`config.mk`:
```
export PLATFORM = sky130hd
export DESIGN_NAME = saso_serial_out
export DESIGN_NICKNAME = d
export VERILOG_FILES = /design/src/saso_pkg.sv /design/src/saso_fifo.sv /design/src/saso_serial_out.sv
export SDC_FILE = /design/constraint.sdc
export NUM_CORES = 2
export LEC_CHECK = 0
export ABC_AREA = 1
export BUFFER_PORTS_ARGS = -buffer_cell sky130_fd_sc_hd__buf_2
export CORE_UTILIZATION = 39
export DETAILED_ROUTE_END_ITERATION = 10
export PLACE_DENSITY = 0.66
export SYNTH_ARGS = -nofsm -noshare
export SYNTH_HDL_FRONTEND = slang
export SYNTH_SLANG_ARGS = --single-unit
```
`constraint.sdc`:
```
create_clock -name clk -period 7.6 [get_ports clk]
set_input_delay 0 -clock clk [delete_from_list [all_inputs] [get_ports clk]]
set_output_delay 0 -clock clk [all_outputs]
set_load 0.005 [all_outputs]
```
`src/saso_pkg.sv`:
```
package saso_pkg;
  // ==========================================
  // serial word layout
  localparam int SAMPLE_WIDTH = 24;
  localparam int SLOT_BITS = 32;
  localparam int PAIR_WIDTH = 2 * SAMPLE_WIDTH;
  // ==========================================
  // clock divider, strap delay and buffer depth counts
  localparam int BIT_DIV = 4;
  localparam int FRAME_DIV = 256;
  localparam int FRAME_CNT_W = 8;
  localparam int STRAP_DELAY = 250;
  localparam int STRAP_CNT_W = 8;
  localparam int FIFO_DEPTH = 32;
  // ==========================================
  // high-pass filter: one-pole, corner near 1.9 Hz at 48 kHz, shift of 12
  localparam int HPF_SHIFT = 12;
  localparam int HPF_ACC_W = 40;
  typedef enum logic {SASO_FMT_LJ, SASO_FMT_I2S} saso_fmt_type;
endpackage : saso_pkg

```
`src/saso_fifo.sv`:
```
`timescale 1ns/1ps
`default_nettype none
module saso_fifo #(
  parameter int WIDTH = 96,
  parameter int DEPTH = 32
) (
  // clock and reset
  input wire logic clk,
  input wire logic rst,
  // write side
  input wire logic inValid,
  output logic inReady,
  input wire logic [WIDTH-1:0] inData,
  // read side
  output logic outValid,
  input wire logic outReady,
  output logic [WIDTH-1:0] outData
);
  localparam int AW = $clog2(DEPTH);
  logic [WIDTH-1:0] mem_q [DEPTH];
  logic [AW:0] wrPtr_q, wrPtr_d, rdPtr_q, rdPtr_d;
  logic full, empty, doWr, doRd;

  always_comb begin
    full = (wrPtr_q[AW] != rdPtr_q[AW]) && (wrPtr_q[AW-1:0] == rdPtr_q[AW-1:0]);
    empty = wrPtr_q == rdPtr_q;
    inReady = !full;
    outValid = !empty;
    doWr = inValid && !full;
    doRd = outReady && !empty;
    wrPtr_d = doWr ? wrPtr_q + 1'b1 : wrPtr_q;
    rdPtr_d = doRd ? rdPtr_q + 1'b1 : rdPtr_q;
    outData = mem_q[rdPtr_q[AW-1:0]];
  end

  always_ff @(posedge clk) begin
    if (rst) begin
      wrPtr_q <= '0;
      rdPtr_q <= '0;
    end else begin
      wrPtr_q <= wrPtr_d;
      rdPtr_q <= rdPtr_d;
    end
    if (doWr) begin
      mem_q[wrPtr_q[AW-1:0]] <= inData;
    end
  end
endmodule : saso_fifo
`default_nettype wire

```
`src/saso_serial_out.sv`:
```
// Functional notes
// RULE1: master clock is 256 times sample rate
// RULE2: master drives bit clock, master clock over 4
// RULE3: master drives channel clock, master over 256
// RULE4: role pin low master, high slave
// RULE5: slave never drives bit or channel clock
// RULE6: slave channel clock synchronous at sample rate
// RULE7: slave bit clock 48x to 128x, 64x preferred
// RULE8: 24-bit two's complement words, MSB first
// RULE9: output one full precision, two low delay
// RULE10: bit clock shifts, channel clock picks side
// RULE11: left and right words from same instant
// RULE12: two formats chosen by format pin
// RULE13: format pin high gives I2S, else left-justified
// RULE14: first-order DC-removing high-pass after decimator
// RULE15: modulator runs 64x or 128x, pairs out
// RULE16: sample pairs up to 100 kHz
// RULE17: pin roles fixed on entering operating mode
// RULE18: data pin strapped 250 clocks after reset
// RULE19: data changes on falling bit clock edge
// RULE20: bits after LSB driven low
`timescale 1ns/1ps
`default_nettype none
module saso_serial_out
  import saso_pkg::*;
#(
  parameter int WIDTH = saso_pkg::SAMPLE_WIDTH,
  parameter int DEPTH = saso_pkg::FIFO_DEPTH
) (
  // master clock and reset
  input wire logic clk,
  input wire logic rst,
  // decimated sample pairs
  input wire logic sampleValid,
  output logic sampleReady,
  input wire logic [WIDTH-1:0] fullLeft,
  input wire logic [WIDTH-1:0] fullRight,
  input wire logic [WIDTH-1:0] lowDelayLeft,
  input wire logic [WIDTH-1:0] lowDelayRight,
  // strap pins
  input wire logic roleSelect,
  input wire logic formatSelect,
  // bit clock pin
  input wire logic bitClockIn,
  output logic bitClockOut,
  output logic bitClockOeN,
  // channel clock pin
  input wire logic channelClockIn,
  output logic channelClockOut,
  output logic channelClockOeN,
  // first data pin, also the mode strap
  input wire logic fullPrecisionIn,
  output logic fullPrecisionOut,
  output logic fullPrecisionOeN,
  // second data pin
  output logic lowDelayOut,
  // status
  output logic controlPortMode,
  output logic standAlone
);
  // ==========================================
  // input synchronisers
  logic [4:0] sync1_q, sync2_q;
  always_ff @(posedge clk) begin
    sync1_q <= {roleSelect, formatSelect, bitClockIn, channelClockIn, fullPrecisionIn};
    sync2_q <= sync1_q;
  end
  logic roleS, fmtS, bclkS, lrckS, strapS;
  assign {roleS, fmtS, bclkS, lrckS, strapS} = sync2_q;

  // ==========================================
  // mode strap capture
  logic [STRAP_CNT_W-1:0] strapCnt_q, strapCnt_d;
  logic decided_q, decided_d, ctrl_q, ctrl_d, slave_q, slave_d;
  saso_fmt_type fmt_q, fmt_d;
  always_comb begin
    strapCnt_d = strapCnt_q;
    decided_d = decided_q;
    ctrl_d = ctrl_q;
    slave_d = slave_q;
    fmt_d = fmt_q;
    if (!decided_q) begin
      if (strapCnt_q == STRAP_CNT_W'(STRAP_DELAY - 1)) begin
        decided_d = 1'b1; // RULE18
        ctrl_d = strapS; // RULE18
        slave_d = roleS; // RULE4 RULE17
        fmt_d = fmtS ? SASO_FMT_I2S : SASO_FMT_LJ; // RULE12 RULE13 RULE17
      end else begin
        strapCnt_d = strapCnt_q + 1'b1;
      end
    end
  end
  always_ff @(posedge clk) begin
    if (rst) begin
      strapCnt_q <= '0;
      decided_q <= 1'b0;
      ctrl_q <= 1'b0;
      slave_q <= 1'b0;
      fmt_q <= SASO_FMT_LJ;
    end else begin
      strapCnt_q <= strapCnt_d;
      decided_q <= decided_d;
      ctrl_q <= ctrl_d;
      slave_q <= slave_d;
      fmt_q <= fmt_d;
    end
  end
  logic running;
  assign running = decided_q && !ctrl_q;
  assign controlPortMode = ctrl_q;
  assign standAlone = running;

  // ==========================================
  // high-pass filter, y = x - dc; dc tracks the input slowly
  logic signed [HPF_ACC_W-1:0] dc_q [4];
  logic signed [HPF_ACC_W-1:0] dc_d [4];
  logic signed [WIDTH-1:0] hpIn [4];
  logic signed [WIDTH-1:0] hpOut [4];
  logic fifoInReady;
  logic take;
  assign hpIn[0] = fullLeft;
  assign hpIn[1] = fullRight;
  assign hpIn[2] = lowDelayLeft;
  assign hpIn[3] = lowDelayRight;
  assign take = sampleValid && fifoInReady;
  assign sampleReady = fifoInReady;
  for (genvar i = 0; i < 4; i++) begin : gHpf
    logic signed [HPF_ACC_W-1:0] diff;
    always_comb begin
      diff = HPF_ACC_W'(hpIn[i]) - (dc_q[i] >>> HPF_SHIFT);
      hpOut[i] = WIDTH'(diff); // RULE14
      dc_d[i] = take ? dc_q[i] + diff : dc_q[i]; // RULE14
    end
    always_ff @(posedge clk) begin
      if (rst) begin
        dc_q[i] <= '0;
      end else begin
        dc_q[i] <= dc_d[i];
      end
    end
  end

  // ==========================================
  // pair buffer keeps both channels of one instant together
  logic [4*WIDTH-1:0] fifoOut;
  logic fifoValid, fifoPop;
  saso_fifo #(.WIDTH(4 * WIDTH), .DEPTH(DEPTH)) uFifo (
    .clk(clk),
    .rst(rst),
    .inValid(sampleValid),
    .inReady(fifoInReady),
    .inData({hpOut[0], hpOut[1], hpOut[2], hpOut[3]}), // RULE11 RULE15 RULE16
    .outValid(fifoValid),
    .outReady(fifoPop),
    .outData(fifoOut)
  );

  // ==========================================
  // master clock dividers
  logic [FRAME_CNT_W-1:0] div_q, div_d;
  always_comb begin
    div_d = running ? div_q + 1'b1 : '0;
  end
  always_ff @(posedge clk) begin
    if (rst) begin
      div_q <= '0;
    end else begin
      div_q <= div_d;
    end
  end
  logic mBclk, mLrck;
  assign mBclk = div_q[1]; // RULE2
  assign mLrck = div_q[FRAME_CNT_W-1]; // RULE3

  // ==========================================
  // effective clocks and edges; slave clocks track master clock by design
  logic bclk, channel_clock, bclkPrev_q, lrckPrev_q;
  assign bclk = slave_q ? bclkS : mBclk; // RULE4 RULE7
  assign channel_clock = slave_q ? lrckS : mLrck; // RULE6
  always_ff @(posedge clk) begin
    if (rst) begin
      bclkPrev_q <= 1'b0;
      lrckPrev_q <= 1'b0;
    end else begin
      bclkPrev_q <= bclk;
      lrckPrev_q <= channel_clock;
    end
  end
  logic bFall, lEdge;
  assign bFall = bclkPrev_q && !bclk;
  assign lEdge = lrckPrev_q != channel_clock;

  // ==========================================
  // shifter: high channel clock carries right in left-justified, left in I2S
  logic [PAIR_WIDTH-1:0] hold_q, hold_d;
  logic [WIDTH-1:0] sh1_q, sh1_d, sh2_q, sh2_d;
  logic [5:0] bitCnt_q, bitCnt_d;
  logic out1_q, out1_d, out2_q, out2_d;
  logic leftPhase;
  assign leftPhase = (fmt_q == SASO_FMT_I2S) ? channel_clock : !channel_clock; // RULE10 RULE13
  assign fifoPop = running && lEdge && leftPhase;
  always_comb begin
    hold_d = hold_q;
    sh1_d = sh1_q;
    sh2_d = sh2_q;
    bitCnt_d = bitCnt_q;
    out1_d = out1_q;
    out2_d = out2_q;
    if (!running) begin
      out1_d = 1'b0;
      out2_d = 1'b0;
      bitCnt_d = '0;
    end else begin
      if (lEdge) begin
        if (leftPhase) begin
          sh1_d = fifoValid ? fifoOut[4*WIDTH-1 -: WIDTH] : '0; // RULE9 RULE11
          sh2_d = fifoValid ? fifoOut[2*WIDTH-1 -: WIDTH] : '0; // RULE9
          hold_d = fifoValid ? {fifoOut[3*WIDTH-1 -: WIDTH], fifoOut[WIDTH-1:0]} : '0;
        end else begin
          sh1_d = hold_q[PAIR_WIDTH-1 -: WIDTH]; // RULE11
          sh2_d = hold_q[WIDTH-1:0];
        end
        bitCnt_d = '0;
        // i2s: this edge acts as the delay slot, msb follows on the next fall
        out1_d = 1'b0;
        out2_d = 1'b0;
        if (fmt_q == SASO_FMT_LJ) begin
          // msb goes out right at the channel clock edge
          out1_d = sh1_d[WIDTH-1]; // RULE8
          out2_d = sh2_d[WIDTH-1];
          sh1_d = {sh1_d[WIDTH-2:0], 1'b0};
          sh2_d = {sh2_d[WIDTH-2:0], 1'b0};
          bitCnt_d = 6'd1;
        end
      end else if (bFall) begin // RULE19
        if (bitCnt_q < 6'(WIDTH)) begin
          out1_d = sh1_q[WIDTH-1]; // RULE8 RULE10
          out2_d = sh2_q[WIDTH-1];
          sh1_d = {sh1_q[WIDTH-2:0], 1'b0};
          sh2_d = {sh2_q[WIDTH-2:0], 1'b0};
          bitCnt_d = bitCnt_q + 1'b1;
        end else begin
          out1_d = 1'b0; // RULE20
          out2_d = 1'b0; // RULE20
        end
      end
    end
  end
  always_ff @(posedge clk) begin
    if (rst) begin
      hold_q <= '0;
      sh1_q <= '0;
      sh2_q <= '0;
      bitCnt_q <= '0;
      out1_q <= 1'b0;
      out2_q <= 1'b0;
    end else begin
      hold_q <= hold_d;
      sh1_q <= sh1_d;
      sh2_q <= sh2_d;
      bitCnt_q <= bitCnt_d;
      out1_q <= out1_d;
      out2_q <= out2_d;
    end
  end

  // ==========================================
  // pins; data pin floats until stand-alone mode is entered so a pull-up can be seen
  assign bitClockOut = mBclk;
  assign channelClockOut = mLrck;
  assign bitClockOeN = !(running && !slave_q); // RULE2 RULE5
  assign channelClockOeN = !(running && !slave_q); // RULE3 RULE5
  assign fullPrecisionOut = out1_q;
  assign fullPrecisionOeN = !running; // RULE17
  assign lowDelayOut = out2_q;
endmodule : saso_serial_out
`default_nettype wire

```
==> run metrics <==
Post-synth top cells 3072 x edfxtp_1, 2763 x nand2_1, 1803 x nor2_1, 1357 x nand3_1, 1325 x o21ai_0; GPL Wtd Cong 0.946; Final #Nets 14800; routed wire length per instance 24.7 um; first-pass GRT wire length 709 mm; Slew Limit Fails 0; IO Port Bufs 113; top cell type by total area after synthesis edfxtp_1; switching share of power 35.9%; DR pass1 iterations 6; syn_nets 14800; Core ar. 386000 sq um; Filler Cells Inserted 35700; largest net degree at the start of global routing 194; CP Max Fanout 33; Post-synth EDFFs 3072; cell with the most instances after synthesis edfxtp_1; Hold Path Class in -> reg; clk sinks 3385; Slew Limit Headroom 13.9%; top layer in use met5; number of global-route vias before repair 105000; total CTS buffers 350; Gate power share 32.1%; final core occ 44.1%; setup ws final 2390 ps; cell count after synthesis 14400; CTS Buffer Depth 4; GR Overflow Total 0; Detailed Route WL 491 mm; pre-CTS setup slack 2490 ps; cts hold-fix bufs 73; Max H-tree Level 5; wl on met1 200 mm; Worst Setup End Kind register; clock slew at reported path FFs 70 ps; drt first-iter violations 15400; Max VDD drop 0.372 mV; Via density 5.68; Worst EP arrival 6080 ps; layout cell share with drive strength beyond 1 7.15%; Max-cap violations 0; Layout Skew 78.2 ps; Async SR Flop Fraction 0%; CP Class reg -> reg; initial antenna violation count 25; startpoint types register; post-synth cell types 48; Top FF cell, synth edfxtp_1; Final Hold Viols 0; clock root cell clkbuf_16; I/O pin total 114; initial core utilization 39.2%; CP required 8470 ps; Cell Int Power 41.1 mW; fmax 192 MHz; Post-DP Area 158000 sq um; area share of the largest cell type after synthesis 61.0%; RSZ-0062 raised after global routing no; Vias 113000; fin area 170000 sq um; Synth-to-Final Area Change 12.6%; CTS tree built; met3 routed WL 50.4 mm; die height 625 um; syn avg cell area 10.5 sq um; Cell Area, Synth 151000 sq um; total leakage power 61.3 nW; status finished, final reports clean; clk_lat worst skew 1010 ps; final setup vio count 0; DRC Markers 0; die footprint 390000 sq um; Seq/Total Area, Yosys 65.2%; met2 wire length 223 mm; Antenna Nets Post-Route 0; total power 64.1 mW; sequential power share 41.2%; setup bufs post-CTS 0; total track usage 24.3%; post_cts resized 0; synth warn 0; fin crit period 5210 ps; P_sw 23.0 mW; Worst-Margin Slew 1290 ps; Final Cycle Share 68.5%; Die Wd 625 um; Power Dens Cells 377 nW/um^2; row count 228; Clk pwr share 26.7%; post-detail-place hpwl 270 mm; Seq cells post-synth 3385; top post-synthesis cells by area edfxtp_1 61%, nand2_1 6.9%, nand3_1 4.5%, nor2_1 4.5%, o21ai_0 4.4%
-- critical path, stage by stage (launching register included) --
cell and delay (ps):
dfxtp_1 420, inv_1 70, ha_1 370, nand2_1 140, nor4_1 470, nand4_1 170, nand3_1 270, nand2_1 90
nand2_1 110, xor2_2 120, dlygate4sd3_1 550, buf_4 300, ha_1 350, a21oi_1 310, inv_1 70, nor2_1 130
a21boi_0 500, nor2_1 80, nor2_1 200, nand2_1 80, nand2_1 60, nand3_1 90, nand2_1 110, inv_1 40
-- state kept, by name, summed over array words and instances (netlist names), 6 cells and up, named ones only --
signal and count:
sh2_q 24, strapCnt_q 8, dc_q 160, hold_q 48
sh1_q 24, bitCnt_q 6, uFifo.mem_q 3072, uFifo.wrPtr_q 6
uFifo.rdPtr_q 6, div_q 8
-- power by group through the flow --
stage / logic, mW / registers [mW] / clock network (mW)
2_1_floorplan: 12.3 / 26.8 / 0
3_3_place_gp: 20.2 / 26.7 / 0
3_5_place_dp: 20.2 / 26.7 / 0
4_1_cts: 20.3 / 26.4 / 17.2
5_1_grt: 22.4 / 26.4 / 17.9
6_report: 20.6 / 26.4 / 17.1
-- path summary, 6_finish.rpt --
kind                            depth (start not counted)                startpoint  slack, ps                            end
worst min-delay path                                    4          lowDelayLeft[21]         50  uFifo.mem_q[25][45]$_DFFE_PP_
worst min register to register                          0        sync1_q[2]$_DFF_P_        330             sync2_q[2]$_DFF_P_
worst max-delay path                                   23  dc_q[1][25]$_SDFFE_PP0P_       2390       dc_q[1][30]$_SDFFE_PP0P_
worst max register to register                         23  dc_q[1][25]$_SDFFE_PP0P_       2390       dc_q[1][30]$_SDFFE_PP0P_
-- through the flow --
stage,TNS (ps),instances,hold WS (ps)
4_1_cts,0,19900,2.48
2_1_floorplan,-156010,14400,27.7
6_report,0,19900,46.9
3_5_place_dp,0,19200,106
5_1_grt,0,19900,64.0
3_3_place_gp,0,19200,104
-- area by class of cell --
type / count / area, sq um / share of cell area (%)
clock inverter: 212 / 2060 / 1.21
tap: 5175 / 6470 / 3.80
inverter: 863 / 3290 / 1.94
clock buffer: 439 / 9310 / 5.47
multi-input combinational: 9359 / 46800 / 27.5
antenna: 9 / 22.5 / 0.0132
timing repair buffer: 449 / 3760 / 2.21
sequential: 3385 / 98500 / 57.9
-- cells by family (layout without fill, tap and decap cells) --
logic type      count (synthesis)  count (layout)  share of synthesized area [%]
compound gates               2801            2801                           10.2
flops                        3385            3385                           65.2
buf+inv                      1636            1963                           4.67
fa+ha+maj                     289             289                           2.43
other cells                     0               9                              0
xor+xnor                      185             185                           1.07
simple gates                 6084            6084                           16.5
-- per-layer routing --
metal / GRT usage, % / up-vias
met1: 34.3 / 55000
met4: 8.39 / 10
li1: - / 50600
met2: 38.5 / 6324
met3: 3.41 / 995
met5: 0 / -
-- placed cells by master (no fill, tap or decap), types with 36 or more instances in the layout --
cell,synthesis,layout
edfxtp_1,3072,3072
nand2_1,2763,2762
nor2_1,1803,1772
nand3_1,1357,1356
o21ai_0,1325,1325
inv_1,853,849
a21oi_1,666,666
clkbuf_16,0,351
o22ai_1,341,341
dfxtp_1,313,308
ha_1,281,281
buf_4,119,225
o211ai_1,186,186
buf_2,191,112
o21ai_1,103,103
clkinv_1,1,78
dlygate4sd3_1,0,73
clkbuf_1,355,68
xnor2_1,94,62
clkinv_2,1,58
nand4_1,56,56
xor2_2,0,46
o21bai_1,42,42
nor3_1,41,38
buf_12,0,38
o221ai_1,36,36
(Power assumes the default switching activity.)
